$ cat src/core/cbdda_pkg.sv
// Purpose: Shared constants and carrier types for the processor bus decode and DRAM controller.
// Assumes: One processor clock domain at 200 MHz.
// Notes: Cycle codes are {io_or_memory_select, status_bit_one, status_bit_zero}.
`default_nettype none
package cbdda_pkg;
	// Machine cycle status codes.
	localparam logic [2:0] CBD_ST_FETCH = 3'h3;
	localparam logic [2:0] CBD_ST_MEM_READ = 3'h2;
	localparam logic [2:0] CBD_ST_MEM_WRITE = 3'h1;
	localparam logic [2:0] CBD_ST_IO_READ = 3'h6;
	localparam logic [2:0] CBD_ST_IO_WRITE = 3'h5;
	localparam logic [2:0] CBD_ST_INT_ACK = 3'h7;
	localparam logic [2:0] CBD_ST_HALT = 3'h0;
	// Address field positions.
	localparam int CBD_ROM_SEL_LSB = 13;
	localparam int CBD_REG_SEL_W = 7;
	localparam int CBD_DRAM_MUX_W = 7;
	// Reset values.
	localparam logic [7:0] CBD_LOW_ADDR_RST = 8'h00;
	localparam logic [3:0] CBD_RAS_IDLE = 4'hf;
	// DRAM access timing, in clock cycles at 200 MHz (5 ns period).
	localparam int CBD_CLK_PERIOD_NS = 5;
	localparam int CBD_T_RAS_TO_CAS_NS = 10;
	localparam int CBD_T_CAS_NS = 20;
	localparam int CBD_T_REFRESH_NS = 30;
	localparam int CBD_RAS_TO_CAS_CYC = (CBD_T_RAS_TO_CAS_NS + CBD_CLK_PERIOD_NS - 1) / CBD_CLK_PERIOD_NS;
	localparam int CBD_CAS_CYC = (CBD_T_CAS_NS + CBD_CLK_PERIOD_NS - 1) / CBD_CLK_PERIOD_NS;
	localparam int CBD_REFRESH_CYC = (CBD_T_REFRESH_NS + CBD_CLK_PERIOD_NS - 1) / CBD_CLK_PERIOD_NS;
	localparam int CBD_CNT_W = 4;

	// Decoded machine cycle class, one bit per kind.
	typedef struct packed {
		logic fetch;
		logic mem_read;
		logic mem_write;
		logic io_read;
		logic io_write;
		logic int_ack;
		logic bus_idle;
		logic halt;
	} cbd_cycle_t;

	// DRAM pin group driven towards the array.
	typedef struct packed {
		logic [CBD_DRAM_MUX_W-1:0] mux_addr;
		logic [3:0] ras_n;
		logic cas_n;
		logic write_strobe_n;
	} cbd_dram_t;
endpackage : cbdda_pkg
`default_nettype wire

$ cat src/core/cbdda_dram_ctrl.sv
// Purpose: Dynamic RAM controller with row/column multiplexing, bank strobes and refresh arbitration.
// Assumes: Requests are levels synchronous to clock; guarded_select low enables them.
// Notes: Refresh drives all four row strobes with the row phase address from a refresh counter.
`default_nettype none
module cbdda_dram_ctrl
	import cbdda_pkg::*;
#(
	parameter int MUX_W = 7
) (
	input wire logic clock,
	input wire logic rst,
	input wire logic [MUX_W-1:0] row_addr_in,
	input wire logic [MUX_W-1:0] col_addr_in,
	input wire logic [1:0] bank_sel,
	input wire logic mode_4k,
	input wire logic read_request_n,
	input wire logic write_request_n,
	input wire logic guarded_select,
	input wire logic refresh_request,
	output cbdda_pkg::cbd_dram_t dram,
	output logic sys_cycle_begin,
	output logic xfer_done_strobe
);
	import cbdda_pkg::*;

	typedef enum logic [4:0] {
		CBD_IDLE = 5'h01,
		CBD_ROW = 5'h02,
		CBD_COL = 5'h04,
		CBD_DONE = 5'h08,
		CBD_REFR = 5'h10
	} cbd_dstate_t;

	cbd_dstate_t state;
	cbd_dstate_t next_state;
	logic [CBD_CNT_W-1:0] cnt;
	logic [CBD_CNT_W-1:0] next_cnt;
	logic [MUX_W-1:0] refr_row;
	logic is_write;
	logic defer_ack;
	cbd_dram_t next_dram;

	// Requests only count while guarded_select is low; an access already running is not cut by it.
	wire rd_req = !read_request_n && !guarded_select;
	wire wr_req = !write_request_n && !guarded_select;
	wire any_req = rd_req || wr_req;
	wire cnt_done = (cnt == '0);
	wire [3:0] bank_ras_n = ~(4'h1 << bank_sel);
	// In 4K mode the top column input is a chip select and must stay on the top output in both phases.
	wire [MUX_W-1:0] row_mux = mode_4k ? {col_addr_in[MUX_W-1], row_addr_in[MUX_W-2:0]} : row_addr_in;
	wire [MUX_W-1:0] col_mux = col_addr_in;

	// Access sequencer: row strobe, then column strobe, then the transfer acknowledge.
	always_comb begin
		next_state = state;
		next_cnt = cnt;
		next_dram = dram;
		unique case (state)
			CBD_IDLE: begin
				next_dram.ras_n = CBD_RAS_IDLE;
				next_dram.cas_n = 1'b1;
				next_dram.write_strobe_n = 1'b1;
				// Refresh wins over a simultaneous access; the access then waits its turn.
				if (refresh_request) begin
					next_state = CBD_REFR;
					next_cnt = CBD_CNT_W'(CBD_REFRESH_CYC);
					next_dram.mux_addr = refr_row;
					next_dram.ras_n = 4'h0;
				end else if (any_req) begin
					next_state = CBD_ROW;
					next_cnt = CBD_CNT_W'(CBD_RAS_TO_CAS_CYC);
					next_dram.mux_addr = row_mux;
					next_dram.ras_n = bank_ras_n;
				end
			end
			CBD_ROW: begin
				if (cnt_done) begin
					next_state = CBD_COL;
					next_cnt = CBD_CNT_W'(CBD_CAS_CYC);
					next_dram.mux_addr = col_mux;
					next_dram.cas_n = 1'b0;
					next_dram.write_strobe_n = !is_write;
				end else begin
					next_cnt = cnt - 1'b1;
				end
			end
			CBD_COL: begin
				if (cnt_done) begin
					next_state = CBD_DONE;
				end else begin
					next_cnt = cnt - 1'b1;
				end
			end
			CBD_DONE: begin
				next_dram.ras_n = CBD_RAS_IDLE;
				next_dram.cas_n = 1'b1;
				next_dram.write_strobe_n = 1'b1;
				// Wait for the request to go away so one request gives exactly one transfer.
				if (read_request_n && write_request_n) begin
					next_state = CBD_IDLE;
				end
			end
			CBD_REFR: begin
				if (cnt_done) begin
					next_state = CBD_IDLE;
					next_dram.ras_n = CBD_RAS_IDLE;
				end else begin
					next_cnt = cnt - 1'b1;
				end
			end
		endcase
	end

	// State and pin registers.
	always_ff @(posedge clock) begin
		if (rst) begin
			state <= CBD_IDLE;
			cnt <= '0;
			dram <= '{mux_addr: '0, ras_n: CBD_RAS_IDLE, cas_n: 1'b1, write_strobe_n: 1'b1};
		end else begin
			state <= next_state;
			cnt <= next_cnt;
			dram <= next_dram;
		end
	end

	// Access bookkeeping and acknowledges; the begin pulse is held back if the request met a refresh.
	always_ff @(posedge clock) begin
		if (rst) begin
			is_write <= 1'b0;
			defer_ack <= 1'b0;
			refr_row <= '0;
			sys_cycle_begin <= 1'b0;
			xfer_done_strobe <= 1'b0;
		end else begin
			sys_cycle_begin <= 1'b0;
			xfer_done_strobe <= 1'b0;
			if (state == CBD_REFR && cnt_done) begin
				refr_row <= refr_row + 1'b1;
			end
			if (state == CBD_REFR && any_req) begin
				defer_ack <= 1'b1;
			end
			if (state == CBD_IDLE && next_state == CBD_ROW) begin
				is_write <= wr_req;
				sys_cycle_begin <= !defer_ack;
			end
			if (state == CBD_COL && cnt_done) begin
				xfer_done_strobe <= 1'b1;
				sys_cycle_begin <= defer_ack;
				defer_ack <= 1'b0;
			end
		end
	end
endmodule : cbdda_dram_ctrl
`default_nettype wire

$ cat src/core/cbdda_top.sv
// Purpose: Memory-side bus logic: cycle decode, low address latch, address decode and DRAM control.
// Assumes: All processor signals are synchronous to clock; halt floats are seen as don't care.
// Notes: All outputs are registered; the DRAM controller drives its pins from flip-flops.
//
// Behaviour
// - Low address byte is captured and held; upper byte comes live.
// - Memory cycles: fetch 011, read 010 with read strobe, write 001 with write strobe.
// - I/O read 110, I/O write 101, interrupt acknowledge 111 with its strobe.
// - Bus idle is 010 or 111 with no strobe; halt shows both status low.
// - I/O space of 256 addresses is told apart only by the io select.
// - DRAM row uses low seven address bits, column bits eight to fourteen.
// - Top three address bits decode ROM enables; low thirteen address the ROM.
// - Address bits zero to six select a register and give its load pulse.
// - Seven row inputs feed the row phase; strap selects 4K or 16K mode.
// - Seven column inputs feed column phase; top one is chip select in 4K.
// - Seven mux outputs give row then column; top is chip select in 4K.
// - Write enable to the array is driven during write accesses.
// - Column strobe latches the column address on the mux outputs.
// - Four row strobes; only the selected bank's strobe is asserted for an access, all four for refresh.
// - Each read or write cycle moves exactly one byte.
// - Two bank address inputs choose one of four DRAM banks.
// - Read and write requests count only while guarded select is low.
// - High refresh request asks the arbiter for a refresh cycle.
// - Cycle begin pulses at access start, delayed past refresh to the done strobe.
`default_nettype none
module cbdda_top
	import cbdda_pkg::*;
#(
	parameter int ROW_BITS = 7,
	parameter int REG_COUNT = 128
) (
	input wire logic clock,
	input wire logic rst,
	input wire logic [7:0] addr_data_in,
	input wire logic [7:0] addr_high,
	input wire logic addr_latch_enable,
	input wire logic io_or_memory_select,
	input wire logic status_bit_one,
	input wire logic status_bit_zero,
	input wire logic read_strobe_n,
	input wire logic write_strobe_n,
	input wire logic int_ack_strobe_n,
	input wire logic [1:0] bank_sel,
	input wire logic mode_4k_strap,
	input wire logic guarded_select,
	input wire logic refresh_request,
	output cbdda_pkg::cbd_cycle_t cycle_kind,
	output logic [7:0] low_addr,
	output logic [2:0] rom_enable,
	output logic [12:0] rom_addr,
	output logic io_space,
	output logic [REG_COUNT-1:0] reg_load_pulse,
	output cbdda_pkg::cbd_dram_t dram,
	output logic sys_cycle_begin,
	output logic xfer_done_strobe
);
	import cbdda_pkg::*;

	logic ale_prev;
	logic [7:0] addr_phase;
	logic mode_4k;
	logic strap_taken;
	cbd_cycle_t next_cycle;
	logic [REG_COUNT-1:0] next_load;

	// Status decoded against the strobes; codes 010 and 111 mean a cycle or bus idle, told apart by the strobe.
	wire [2:0] status = {io_or_memory_select, status_bit_one, status_bit_zero};
	wire rd_low = !read_strobe_n;
	wire wr_low = !write_strobe_n;
	wire ia_low = !int_ack_strobe_n;
	wire no_strobe = !rd_low && !wr_low && !ia_low;
	wire ale_fall = ale_prev && !addr_latch_enable;
	wire [15:0] full_addr = {addr_high, low_addr};
	wire mem_access = next_cycle.fetch || next_cycle.mem_read || next_cycle.mem_write;
	wire io_access = next_cycle.io_read || next_cycle.io_write;
	wire reg_write = next_cycle.io_write;

	// One-hot selection decode, used for the ROM enables and the register load pulses.
	function automatic logic [REG_COUNT-1:0] cbd_onehot(input logic [CBD_REG_SEL_W-1:0] idx);
		cbd_onehot = '0;
		cbd_onehot[idx] = 1'b1;
	endfunction : cbd_onehot

	wire [REG_COUNT-1:0] rom_dec = cbd_onehot(CBD_REG_SEL_W'(addr_high[7:5]));

	// Cycle classification from status and strobe levels.
	always_comb begin
		next_cycle = '0;
		next_cycle.fetch = (status == CBD_ST_FETCH) && rd_low;
		next_cycle.mem_read = (status == CBD_ST_MEM_READ) && rd_low;
		next_cycle.mem_write = (status == CBD_ST_MEM_WRITE) && wr_low;
		next_cycle.io_read = (status == CBD_ST_IO_READ) && rd_low;
		next_cycle.io_write = (status == CBD_ST_IO_WRITE) && wr_low;
		next_cycle.int_ack = (status == CBD_ST_INT_ACK) && ia_low && !rd_low && !wr_low;
		next_cycle.bus_idle = no_strobe && (status == CBD_ST_MEM_READ || status == CBD_ST_INT_ACK);
		next_cycle.halt = (status[1:0] == CBD_ST_HALT[1:0]) && !ia_low;
	end

	// A load pulse fires once, on the strobe's falling edge, so one write loads one byte.
	always_comb begin
		next_load = '0;
		if (reg_write && !cycle_kind.io_write) begin
			next_load = cbd_onehot(low_addr[CBD_REG_SEL_W-1:0]);
		end
	end

	// Address latch and strap capture; the strap is sampled once after reset is released.
	// The fall of the latch enable is seen a clock late, when the bus already carries data.
	// So the byte is kept from the last clock the enable stood high and moved over on the fall.
	always_ff @(posedge clock) begin
		if (rst) begin
			ale_prev <= 1'b0;
			addr_phase <= CBD_LOW_ADDR_RST;
			low_addr <= CBD_LOW_ADDR_RST;
			mode_4k <= 1'b0;
			strap_taken <= 1'b0;
		end else begin
			ale_prev <= addr_latch_enable;
			if (addr_latch_enable) begin
				addr_phase <= addr_data_in;
			end
			if (ale_fall) begin
				low_addr <= addr_phase;
			end
			if (!strap_taken) begin
				mode_4k <= mode_4k_strap;
				strap_taken <= 1'b1;
			end
		end
	end

	// Registered decode outputs.
	always_ff @(posedge clock) begin
		if (rst) begin
			cycle_kind <= '0;
			rom_enable <= '0;
			rom_addr <= '0;
			io_space <= 1'b0;
			reg_load_pulse <= '0;
		end else begin
			cycle_kind <= next_cycle;
			rom_enable <= mem_access ? rom_dec[2:0] : 3'h0;
			rom_addr <= full_addr[CBD_ROM_SEL_LSB-1:0];
			io_space <= io_access;
			reg_load_pulse <= next_load;
		end
	end

	// Row phase gets A0..A6 and column phase A8..A14; the request follows memory strobes.
	cbdda_dram_ctrl #(
		.MUX_W(CBD_DRAM_MUX_W)
	) u_dram (
		.clock(clock),
		.rst(rst),
		.row_addr_in(full_addr[ROW_BITS-1:0]),
		.col_addr_in(full_addr[ROW_BITS+7:8]),
		.bank_sel(bank_sel),
		.mode_4k(mode_4k),
		.read_request_n(!(next_cycle.fetch || next_cycle.mem_read)),
		.write_request_n(!next_cycle.mem_write),
		.guarded_select(guarded_select),
		.refresh_request(refresh_request),
		.dram(dram),
		.sys_cycle_begin(sys_cycle_begin),
		.xfer_done_strobe(xfer_done_strobe)
	);
endmodule : cbdda_top
`default_nettype wire

$ cat config.mk
export PLATFORM = sky130hd
export DESIGN_NAME = cbdda_top
export DESIGN_NICKNAME = d
export VERILOG_FILES = /design/src/core/cbdda_pkg.sv /design/src/core/cbdda_dram_ctrl.sv /design/src/core/cbdda_top.sv
export SDC_FILE = /design/constraint.sdc
export NUM_CORES = 1
export LEC_CHECK = 0
export ABC_AREA = 0
export BUFFER_PORTS_ARGS = -buffer_cell sky130_fd_sc_hd__buf_2
export CORE_MARGIN = 4
export CORE_UTILIZATION = 26
export CTS_BUF_LIST = sky130_fd_sc_hd__clkbuf_16
export DETAILED_ROUTE_END_ITERATION = 8
export GPL_TIMING_DRIVEN = 0
export SETUP_SLACK_MARGIN = 0.4
export SLEW_MARGIN = 25
export SYNTH_ARGS = -nofsm -noshare
export SYNTH_HDL_FRONTEND = slang
export SYNTH_SLANG_ARGS = --single-unit
$ cat constraint.sdc
create_clock -name clock -period 3.5 [get_ports clock]
set_clock_uncertainty 0.2 [all_clocks]
set_input_delay 0.35 -clock clock [delete_from_list [all_inputs] [get_ports clock]]
set_output_delay 0.35 -clock clock [all_outputs]
set_load 0.05 [all_outputs]
## Word-level counts from Yosys, hierarchy flattened

Index checks and enable logic that the tools add are counted.

- Flip-flop bits (word level): 205
- Latch bits: 0
- Bits in writable memories: 0
- ROM bits: 0
- Bits of input ports: 30
- Output and inout port bits: 176
- Logic and storage cells: 136
- Memories kept: 0

- Add/subtract/negate cells: 2
- Multipliers: 0
- Div/mod/pow operators: 0
- $lt $le $gt $ge: 4
- Equality and inequality tests: 16
- Shift operators: 1
- Multiplexer cells: 29
- Bitwise operators: 3
- Reductions and logical operators: 53

Operators by type and width:

| operator | count |
|---|---|
| $mux 5 | 6 |
| $pmux 5 s5 | 1 |
| $pmux 4 s3 | 2 |
| $logic_and 1x1->1 | 23 |
| $mux 11 | 2 |
| $mux 4 | 5 |
| $mux 7 | 2 |
| $pmux 7 s2 | 1 |
| $eq 5x2->1 const B | 2 |
| $logic_not 1->1 | 10 |
| $reduce_or 2->1 | 5 |
| $eq 3x3->1 const B | 3 |
| $lt 3x8->1 const B | 1 |
| $lt 7x8->1 const B | 1 |
| $add 7x1->7 const B | 1 |
| $demux 1 s7 | 1 |
| $ge 7x1->1 const B | 1 |
| $eq 3x2->1 const B | 2 |
| $mux 1 | 6 |
| $reduce_and 3->1 | 2 |
| $reduce_bool 3->1 | 2 |
| $eq 5x1->1 const B | 1 |
| $eq 5x3->1 const B | 1 |
| $eq 5x4->1 const B | 1 |
| other kinds (18) | 26 |

## Logic depth before layout (Yosys ltp)

Gate-level depths: netlist of the first run.

- Depth in word-level cells: 12
- Mapped depth: 8
- Mapped depth without buffers: 7

## By module

Synthesis of the first run repeated with hierarchy kept, for this count alone.

- Cells, all modules: 671
- Area, all modules: 6827.8 sq um

By module, submodules not included:

| module | times used | cells an instance | area each (sq um) | sequential area each (sq um) |
|---|---|---|---|---|
| cbdda_top | 1 | 446 | 4997.3 | 3443.3 |
| cbdda_dram_ctrl | 1 | 225 | 1830.5 | 660.6 |

## Least setup slack after synthesis of the first run

No wires, ideal clock.

- Path type: register to register
- Start point: reg u_dram.cnt[0]
- End point: reg u_dram.refr_row[4]
- Data arrival time: 2223 ps
- Path slack: 1007 ps
- Cell stages (with the launch flop): 8
- Path buffers: 1
- Period minus slack after synthesis: 2493 ps
- Cells stage by stage: dfxtp_1 -> inv_1 -> ha_1 -> or3b_2 -> clkbuf_1 -> or4_1 -> or3_1 -> a21oi_1

- Cells in the longest elaborated chain, start to end: 2

Ends and longest elaborated chain:

| item | line | source |
|---|---|---|
| start, declared | cbdda_dram_ctrl.sv:36 | `logic [CBD_CNT_W-1:0] cnt;` |
| start signal, assigned | cbdda_dram_ctrl.sv:122 | `cnt <= next_cnt;` |
| $logic_not 4->1 | cbdda_dram_ctrl.sv:47 | `wire cnt_done = (cnt == '0);` |
| $logic_and 1x1->1 | cbdda_dram_ctrl.sv:138 | `if (state == CBD_REFR && cnt_done) begin` |
| end signal, assigned | cbdda_dram_ctrl.sv:139 | `refr_row <= refr_row + 1'b1;` |
| end, declared | cbdda_dram_ctrl.sv:38 | `logic [MUX_W-1:0] refr_row;` |

Every way passes these cells.
A chain may end at the register's enable or synchronous reset.

## Final worst setup path of the first run

- Start point: in status_bit_zero
- End point: reg reg_load_pulse[110]

- Cells in the longest elaborated chain, start to end: 5

Ends and longest elaborated chain:

| item | line | source |
|---|---|---|
| start, declared | cbdda_top.sv:39 | `input wire logic status_bit_zero,` |
| $eq 3x3->1 | cbdda_top.sv:93 | `next_cycle.io_write = (status == CBD_ST_IO_WRITE) && wr_low;` |
| $logic_and 1x1->1 | cbdda_top.sv:93 |  |
| $logic_and 1x1->1 | cbdda_top.sv:102 | `if (reg_write && !cycle_kind.io_write) begin` |
| $not 1->1 (no line) | n/a |  |
| $reduce_or 2->1 (no line) | n/a |  |
| end signal, assigned | cbdda_top.sv:145 | `reg_load_pulse <= next_load;` |
| end, declared | cbdda_top.sv:52 | `output logic [REG_COUNT-1:0] reg_load_pulse,` |

Every way passes these cells.

==> impl_metrics.csv, run 1 <==
group,metric,value,unit
sta,rsz0062_at_grt,"no",
power,ir_worst_vdd,0.294,mV
synth,yosysMostFrequentCell,"dfxtp_1",
sta,setup-violations-final,0,
sta,max_freq,0.352,GHz
synth,ys_warn_count,0,
worst_setup_path,rrSetupSlack,0.72,ns
grt,grt_pass1_vias,5404,
placed_design,place_congestion,0.813,
worst_setup_path,worstPathArrival,3.07,ns
grt,overflow,0,
synth,ys.flop_type,"dfxtp_1",
power,p_leak,3.97,nW
sta,slew_violations,0,
flow_run,maxCapViolCount,0,
drt,wl_per_cell,15.7,µm
min_path,hold_path.class,"in2reg",
placed_design,dp_hpwl,14.2,mm
synth,ys_top_cells_by_area,"dfxtp_1 (63%), nor2_1 (10%), mux2i_1 (3.4%)",
grt,antenna_found_initial,0,
worst_setup_path,crit_chain,"dlygate4sd3_1 > buf_2 > or3b_1 > clkbuf_1 > or3_1 > nor3b_2 > nand3_1 > nor2_1",
cells_and_area,nets,937,
power,p_per_area,572,nW/µm²
drt,drtAntennaViolNets,0,
min_path,timing.hold.worst.start,"addr_high[6]",
sta,tns,0,ns
synth,syn_inst,655,
sta,period_share,81.3,%
drt,drt-pass1-iter-count,4,
sta,slew_headroom,39.7,%
synth,yosysUniqueCellTypes,51,
cts,cts_tree,"yes",
floorplanning,die_x,166,µm
sta,worst_pin_slew,0.903,ns
cts,clk_latency,0.49,ns
grt,grt_pass1_wl,30.5,mm
worst_setup_path,cp_max_fo,8,
floorplanning,rows,57,
cts,root_buffer,"clkbuf_16",
synth,seq_area_frac_synth,63.3,%
sta,setup_ws,0.656,ns
outcome,status,"finished, final reports clean",
cells_and_area,final_util,36.4,%
cts,clk_path_buf_depth,3,
worst_setup_path,reg2reg_depth,8,
cells_and_area,drive_above_1_share,27.1,%
synth,synth_common_cells,"dfxtp_1 (205), nor2_1 (178), nand2_1 (36)",
worst_setup_path,end_kind,"register",
grt,gr-usage-all-layers,13.6,%
min_path,hold_end,"rom_enable[1]",
drt,vias_per_cell,4.37,
drt,drtIter0Drc,257,
cts,cts.sinks,205,
synth,synth_fp_nets,687,
synth,synth_edf_count,0,
cells_and_area,post-route-cell-area,8900,µm²
cells_and_area,area_growth,37.1,%
drt,vias,5432,
worst_setup_path,crit_required,3.73,ns
synth,synth_top_area_share,63.3,%
sta,hold_violations,0,
grt,grt_max_degree,15,
drt,drc,0,
placed_design,dpl_cell_area,7900,µm²
synth,async_reset_ff_share,0,%
sta,period_needed,2.84,ns
floorplanning,dieHeight,166,µm
floorplanning,io_pins,206,
floorplanning,core-area,24500,µm²
drt,drt_wl_total,19.5,mm
cts,cts_buffers,22,
worst_setup_path,r2r_end,"u_dram.refr_row[6]",
cts,clk_pin_slew_worst_paths,0.06,ns
worst_setup_path,cpPeakStageDelay,0.53,ns
floorplanning,dieArea,27500,µm²
cells_and_area,antenna_cells,0,
placed_design,port_buffers,201,
synth,yosysTopAreaCell,"dfxtp_1",
synth,avgSynthCellArea,9.90,µm²
worst_setup_path,critical_path_class,"in2reg",
synth,synth_seq_cells,205,
cts,cts_setup_buffers,0,
placed_design,place_ws,0.626,ns
synth,synthesis.area,6490,µm²
worst_setup_path,critPathLaunchType,"primary input",
worst_setup_path,timing.rr.start,"u_dram.cnt[0]",
cts,htreeDepth,1,
min_path,whs_path_depth,3,
worst_setup_path,crit_slowest_cell,"dlygate4sd3_1",
sta,fin_hold_ws,0.0278,ns
floorplanning,initial_core_util,26.5,%
-- logic make-up (layout without fill, tap and decap cells) --
| kind of cell | count (synthesis) | count (layout) | share of synthesized area, % |
|---|---|---|---|
| xor+xnor | 8 | 8 | 1.08 |
| simple gates | 312 | 312 | 22.3 |
| fa+ha+maj | 2 | 2 | 0.386 |
| flops | 205 | 205 | 63.3 |
| mux | 22 | 22 | 3.39 |
| compound gates | 61 | 61 | 6.73 |
| buf+inv | 45 | 310 | 2.87 |
-- registers in the layout, summed over array words and instances, names as in the netlist, 3 cells and up --
| name | cells |
|---|---|
| u_dram.cnt | 4 |
| u_dram.dram | 13 |
| rom_addr | 13 |
| u_dram.refr_row | 7 |
| low_addr | 8 |
| rom_enable | 3 |
| addr_phase | 8 |
| cycle_kind | 8 |
| u_dram.state | 5 |
| reg_load_pulse | 128 |
-- power by group --
part	total, mW	switching (mW)	leakage, nW	internal (mW)
logic	0.329	0.210	1.93	0.119
registers	2.38	0.0192	1.66	2.36
clock network	2.38	0.933	0.381	1.44
-- routing by layer --
layer	GRT usage, %	routed length [µm]	up-vias
li1	-	-	2669
met1	17.1	8480	2500
met2	22.4	8830	224
met3	3.98	1530	39
met4	4.56	642	0
met5	0	0	-
-- critical path: cells and delay by family --
kind	cells	cell delay, ns
buffers and inverters	3	0.89
AND/OR/NAND/NOR	5	1.83
-- cell type report --
type                    instances  area [µm²]
clock buffers                  22         551
repair buffers                226        1260
well taps                     324         405
multi-input cells             405        2200
flip-flops and latches        205        4100
plain buffers                  40         168
fillers                      2503       15600
clock inverters                17         191
inverters                       5        18.8
-- worst max-delay path by stage --
| stage | from | endpoint | slack (ns) | cells past startpoint |
|---|---|---|---|---|
| 2_1_floorplan | u_dram.cnt[0] | u_dram.refr_row[4] | 1.01 | 7 |
| 3_3_place_gp | status_bit_zero | u_dram.state[0] | 0.63 | 7 |
| 3_5_place_dp | status_bit_zero | u_dram.cnt[3] | 0.63 | 7 |
| 4_1_cts | status_bit_zero | u_dram.state[0] | 0.61 | 8 |
| 5_1_grt | status_bit_zero | reg_load_pulse[110] | 0.49 | 8 |
| 6_report | status_bit_zero | reg_load_pulse[110] | 0.66 | 8 |
-- through the flow --
| stage | std cells | total power [mW] |
|---|---|---|
| finish | 1244 | 5.09 |
| global route | 1244 | 5.30 |
| CTS | 1244 | 5.15 |
| detailed placement | 1180 | 2.74 |
| global placement | 1180 | 2.74 |
| floorplan | 655 | 2.65 |
-- cells in the final DEF (no fill, tap or decap), drive strengths merged, types with 2 or more instances in the layout --
master	instances
nand2b	9
a21oi	10
nand3	9
ha	2
clkinv	8
and2	2
nor2	178
nor2b	20
a221oi	2
o32a	5
nor4b	3
or3b	4
or3	9
a31oi	11
nor3	18
clkbuf	54
o41ai	2
nor4	3
dlygate4sd3	25
or2	3
o211ai	2
dfxtp	205
or4	3
nand3b	10
inv	10
buf	209
nand2	36
bufinv	4
nor3b	3
xnor2	6
xor2	2
a22o	7
o21ai	9
and3	2
mux2i	22
-- what timing repair did --
| item | CTS | global route |
|---|---|---|
| resized for setup | 0 | 1 |
| hold buffers | 25 | 0 |
| endpoints found under the setup margin | 0 | 1 |
| endpoints found under the hold margin | 23 | 0 |
(Power assumes the default switching activity.)
==> inputs of run 2 (changes only) <==
--- a/config.mk
+++ b/config.mk
@@ -5,7 +5,7 @@
 export SDC_FILE = /design/constraint.sdc
 export NUM_CORES = 1
 export LEC_CHECK = 0
-export ABC_AREA = 0
+export ABC_AREA = 1
 export BUFFER_PORTS_ARGS = -buffer_cell sky130_fd_sc_hd__buf_2
 export CORE_MARGIN = 4
 export CORE_UTILIZATION = 26
==> constraint.sdc (replaced) <==
create_clock -name clock -period 2.7 [get_ports clock]
set_clock_uncertainty 0.2 [all_clocks]
set_input_delay 0.27 -clock clock [delete_from_list [all_inputs] [get_ports clock]]
set_output_delay 0.27 -clock clock [all_outputs]
set_load 0.05 [all_outputs]
==> impl_metrics.csv, run 2 <==
group,metric,value,unit
outcome,status,"finished, final reports clean",
sta,slew_violations,0,
floorplanning,core-area,24500,µm²
cts,cts.sinks,205,
power,p_per_area,712,nW/µm²
floorplanning,rows,57,
drt,drt_wl_total,20.1,mm
floorplanning,dieHeight,166,µm
cells_and_area,area_growth,38.3,%
min_path,whs_path_depth,4,
synth,ys_warn_count,0,
worst_setup_path,crit_slowest_cell,"dlygate4sd3_1",
grt,grt_pass1_vias,5579,
synth,syn_inst,731,
synth,yosysMostFrequentCell,"dfxtp_1",
synth,synth_edf_count,0,
drt,routed-wl-met2,9.49,mm
drt,wl_per_cell,15.1,µm
cts,htreeDepth,1,
power,p_leak,4.22,nW
synth,ys_top_cells_by_area,"dfxtp_1 (63%), nor2_1 (10%), nand2_1 (4.6%)",
worst_setup_path,critPathLaunchType,"primary input",
grt,overflow,0,
placed_design,place_congestion,0.805,
cells_and_area,regMostFlops,"reg_load_pulse",
worst_setup_path,timing.rr.start,"u_dram.cnt[0]",
drt,drtAntennaViolNets,0,
synth,synthesis.area,6530,µm²
drt,wl_met1,8.43,mm
cells_and_area,top_regs,"reg_load_pulse x128, rom_addr x13, u_dram.dram x13",
worst_setup_path,cp_common_cell,"dlygate4sd3_1",
sta,period_share,84.2,%
min_path,timing.hold.worst.start,"addr_latch_enable",
grt,gr-usage-all-layers,14.0,%
min_path,hold_end,"addr_phase[1]",
cells_and_area,final_cell_mix,"buf_2 (205), dfxtp_1 (205), nor2_1 (178)",
min_path,hold_path.class,"in2reg",
worst_setup_path,worstPathArrival,2.51,ns
worst_setup_path,critical_path.top_delay_family,"buffers and inverters",
drt,drt-pass1-iter-count,5,
sta,max_freq,0.440,GHz
sta,slew_headroom,48.0,%
placed_design,port_buffers,204,
grt,grt_max_degree,14,
worst_setup_path,cp.buffers_inverters,4,
sta,setup-violations-final,0,
worst_setup_path,cp_max_fo,3,
worst_setup_path,cpPeakStageDelay,0.60,ns
sta,fin_hold_ws,0.0304,ns
placed_design,dp_hpwl,14.9,mm
placed_design,place_ws,0.476,ns
worst_setup_path,rrSetupSlack,0.65,ns
floorplanning,io_pins,206,
flow_run,maxCapViolCount,0,
drt,vias_per_cell,4.22,
floorplanning,die_x,166,µm
synth,synth_common_cells,"dfxtp_1 (205), nor2_1 (178), nand2_1 (80)",
cts,cts_buffers,22,
sta,period_needed,2.27,ns
worst_setup_path,crit_chain,"dlygate4sd3_1 > buf_2 > nand2_1 > dlygate4sd3_1 > a2111oi_2 > dlygate4sd3_1",
drt,vias,5630,
worst_setup_path,reg2reg_depth,9,
drt,top_layer,"met4",
worst_setup_path,end_kind,"register",
grt,antenna_found_initial,0,
cts,cts_tree,"yes",
cts,clk_path_buf_depth,3,
cells_and_area,largest_reg_flops,128,
cells_and_area,nets,1028,
floorplanning,initial_core_util,26.6,%
sta,setup_ws,0.427,ns
synth,async_reset_ff_share,0,%
synth,ys.flop_type,"dfxtp_1",
worst_setup_path,r2r_end,"u_dram.refr_row[4]",
worst_setup_path,critical_path_class,"in2reg",
synth,synth_seq_cells,205,
synth,yosysUniqueCellTypes,31,
sta,worst_pin_slew,0.778,ns
floorplanning,dieArea,27700,µm²
cells_and_area,antenna_cells,0,
cts,clk_latency,0.49,ns
sta,hold_violations,0,
synth,synth_fp_nets,763,
grt,grt_pass1_wl,31.2,mm
synth,yosysTopAreaCell,"dfxtp_1",
cts,clk_pin_slew_worst_paths,0.06,ns
sta,tns,0,ns
worst_setup_path,crit_required,2.94,ns
cells_and_area,drive_above_1_share,26.9,%
power,ir_worst_vdd,0.391,mV
cts,root_buffer,"clkbuf_16",
sta,rsz0062_at_grt,"yes",
synth,avgSynthCellArea,8.93,µm²
drt,route.met3.wl,1.57,mm
drt,drc,0,
drt,drtIter0Drc,267,
synth,seq_area_frac_synth,62.9,%
synth,synth_top_area_share,62.9,%
[run 2: cell count changes after synthesis, moves of 12 or more]
cell / before / now
inv_1: 5 / 76
a21oi_1: 10 / 44
nor2_2: 0 / 12
nand3_1: 9 / 26
clkbuf_1: 32 / 17
nor2b_1: 20 / 0
nand2_1: 36 / 80
o21ai_0: 9 / 34
mux2i_1: 22 / 0
[run 2: power breakdown]
| group | switching, mW | total, mW | internal [mW] |
|---|---|---|---|
| clock | 1.17 | 2.80 | 1.63 |
| combinational | 0.367 | 0.519 | 0.152 |
| sequential | 0.0295 | 3.11 | 3.08 |
| total | 1.56 | 6.43 | 4.87 |
[run 2: worst max-delay path by stage]
| stage | startpoint | endpoint | slack (ns) | depth (start not counted) |
|---|---|---|---|---|
| after floorplan | low_addr[6] | reg_load_pulse[80] | 0.76 | 4 |
| after global placement | status_bit_one | reg_load_pulse[32] | 0.48 | 9 |
| after detailed placement | status_bit_one | reg_load_pulse[32] | 0.48 | 9 |
| after CTS | status_bit_one | reg_load_pulse[32] | 0.44 | 10 |
| after global routing | status_bit_one | reg_load_pulse[19] | 0.35 | 10 |
| final | write_strobe_n | cycle_kind[1] | 0.43 | 6 |
[run 2: kinds of logic after synthesis]
family / Yosys count / share of synthesized area, %
xor gates and xnor gates: 3 / 0.403
AOI/OAI and AO/OA: 84 / 6.61
adders and majority gates: 2 / 0.383
DFF: 205 / 62.9
buffers and inverters: 99 / 5.98
and+or+nand+nor: 338 / 23.7
[run 2: routing by layer]
layer  vias to the layer above  GRT usage [%]
met3                        49           3.93
met1                      2536           16.7
met2                       222           24.4
li1                       2823              -
met5                         -              0
met4                         0           4.80
[run 2: area by class of cell]
| cell class | instances | area (µm²) |
|---|---|---|
| Multi-Input combinational cell | 427 | 2060 |
| Timing Repair Buffer | 241 | 1390 |
| Clock inverter | 14 | 97.6 |
| Fill cell | 2542 | 15500 |
| Clock buffer | 23 | 576 |
| Sequential cell | 205 | 4100 |
| Buffer | 21 | 97.6 |
| Tap cell | 324 | 405 |
| Inverter | 78 | 294 |
[run 2: what timing repair did]
action,in CTS,in global routing
hold endpoints to repair,34,0
setup buffers,0,0
hold buffers,37,0
gates resized for setup,0,11
setup endpoints to repair,0,50
[run 2: worst min-delay path, cell delays in order]
cell and delay (ns):
buf_2 0.07, inv_1 0.10, o21ai_0 0.18, a21oi_1 0.04
[run 2: metrics by stage]
step           area [µm²]  total power, mW  utilization, %  instances
3_3_place_gp         7950             3.65            32.4       1259
6_report             9030             6.43            36.8       1333
4_1_cts              9000             6.52            36.7       1333
3_5_place_dp         7950             3.65            32.4       1259
5_1_grt              9030             6.70            36.8       1333
2_1_floorplan        6530             3.51               -        731
==> inputs of run 3 (changes only) <==
--- a/config.mk
+++ b/config.mk
@@ -5,7 +5,7 @@
 export SDC_FILE = /design/constraint.sdc
 export NUM_CORES = 1
 export LEC_CHECK = 0
-export ABC_AREA = 1
+export ABC_AREA = 0
 export BUFFER_PORTS_ARGS = -buffer_cell sky130_fd_sc_hd__buf_2
 export CORE_MARGIN = 4
 export CORE_UTILIZATION = 26
==> constraint.sdc (replaced) <==
create_clock -name clock -period 1.9 [get_ports clock]
set_clock_uncertainty 0.2 [all_clocks]
set_input_delay 0.19 -clock clock [delete_from_list [all_inputs] [get_ports clock]]
set_output_delay 0.19 -clock clock [all_outputs]
set_load 0.05 [all_outputs]
==> impl_metrics.csv, run 3 (synthesized netlist as in run 1, its figures left out) <==
group,metric,value,unit
cells_and_area,regMostFlops,"reg_load_pulse",
sta,period_share,124,%
worst_setup_path,worstPathArrival,2.59,ns
floorplanning,dieArea,27500,µm²
cells_and_area,final_cell_mix,"dfxtp_1 (196), buf_2 (120), nor2_1 (77)",
sta,tns,-7.54,ns
worst_setup_path,cp_max_fo,6,
worst_setup_path,critical_path_class,"reg2reg",
floorplanning,initial_core_util,26.5,%
sta,max_freq,0.426,GHz
power,p_leak,4.50,nW
power,ir_worst_vdd,0.607,mV
cts,clk_latency,0.50,ns
grt,grt_pass1_vias,5554,
floorplanning,io_pins,206,
min_path,hold_path.class,"in2reg",
placed_design,dp_hpwl,14.2,mm
sta,setup-violations-final,30,
drt,drt_wl_total,21.3,mm
drt,drt-pass1-iter-count,6,
sta,setup_ws,-0.450,ns
cells_and_area,layout_commonest_cell,"dfxtp_1",
worst_setup_path,crit_required,2.14,ns
cells_and_area,drive_above_1_share,49.7,%
power,p_per_area,850,nW/µm²
outcome,violations,"hold timing, setup timing",
cells_and_area,fillers,2238,
cts,cts_tree,"yes",
grt,grt_pass1_wl,31.9,mm
cts,cts.sinks,205,
worst_setup_path,end_kind,"register",
grt,grt_max_degree,14,
sta,worst_pin_slew,0.719,ns
cts,root_buffer,"clkbuf_16",
cells_and_area,area_growth,69.7,%
placed_design,place_congestion,0.835,
flow_run,maxCapViolCount,0,
cts,clk_pin_slew_worst_paths,0.06,ns
sta,rsz0062_at_grt,"yes",
cells_and_area,top_regs,"reg_load_pulse x128, rom_addr x13, u_dram.dram x13",
outcome,status,"finished with violations",
floorplanning,rows,57,
drt,drtIter0Drc,323,
floorplanning,die_x,166,µm
cells_and_area,largest_reg_flops,128,
drt,drc,0,
drt,vias,5740,
sta,hold_violations,2,
grt,gr-usage-all-layers,14.3,%
cells_and_area,ff_latch_area,4120,µm²
worst_setup_path,critPathLaunchType,"register",
cells_and_area,antenna_cells,0,
sta,period_needed,2.35,ns
sta,slew_violations,0,
cells_and_area,multi_input_area,3330,µm²
cts,clk_path_buf_depth,3,
drt,drtAntennaViolNets,0,
cts,cts_buffers,23,
grt,antenna_found_initial,0,
floorplanning,core-area,24500,µm²
sta,slew_headroom,52.1,%
placed_design,port_buffers,201,
drt,wl_per_cell,16.3,µm
placed_design,place_ws,-0.556,ns
cells_and_area,nets,1000,
floorplanning,dieHeight,166,µm
sta,fin_hold_ws,-0.0142,ns
cts,htreeDepth,1,
drt,vias_per_cell,4.40,
grt,overflow,0,
[run 3: per-layer routing]
| layer | global-route usage, % | wire length (µm) | vias up |
|---|---|---|---|
| li1 | - | - | 2811 |
| met5 | 0 | 0 | - |
| met2 | 24.2 | 10200 | 234 |
| met3 | 3.71 | 1560 | 40 |
| met1 | 18.0 | 8830 | 2655 |
| met4 | 4.45 | 647 | 0 |
[run 3: where the power goes]
part           switching [mW]  total [mW]  internal [mW]  leakage [nW]
logic                   0.528        1.02          0.491          2.49
registers              0.0418        4.40           4.35          1.66
clock network            1.73        3.94           2.21         0.349
[run 3: layout make-up]
class	instances	share of cell area [%]
Buffer	40	3.09
Inverter	5	0.170
Clock buffer	23	5.23
Tap cell	324	3.68
Clock inverter	16	0.795
Sequential cell	205	37.4
Multi-Input combinational cell	405	30.2
Timing Repair Buffer	288	19.4
[run 3: stage by stage]
step | utilization, % | power (mW) | instance area [µm²] | std cells
6_report | 45.0 | 9.36 | 11000 | 1306
3_5_place_dp | 33.2 | 5.11 | 8120 | 1180
3_3_place_gp | 33.2 | 5.11 | 8120 | 1180
2_1_floorplan | - | 4.93 | 6710 | 655
5_1_grt | 45.0 | 9.72 | 11000 | 1306
4_1_cts | 41.9 | 9.39 | 10200 | 1298
[run 3: worst paths after layout]
path / start / to / slack, ns / depth (start not counted)
setup / recovery: u_dram.cnt[0] / u_dram.refr_row[4] / -0.45 / 7
hold / removal: rst / rom_enable[0] / -0.01 / 3
setup reg to reg: u_dram.cnt[0] / u_dram.refr_row[4] / -0.45 / 7
hold reg to reg: u_dram.dram[2] / u_dram.dram[2] / 0.28 / 1
[run 3: repair_timing]
item / CTS / global route
setup endpoints to repair: 192 / 224
buffers inserted: 40 / 7
hold buffers: 39 / 1
hold endpoints to repair: 39 / 2
gates resized for setup: 187 / 221
pin swaps: 36 / 32
[run 3: critical path, stage by stage, from the launching register on]
cell	delay, ns
dfxtp_2	0.32
inv_2	0.06
ha_4	0.13
or3b_4	0.38
clkbuf_16	0.16
or4_4	0.57
or3_1	0.35
a21oi_2	0.12
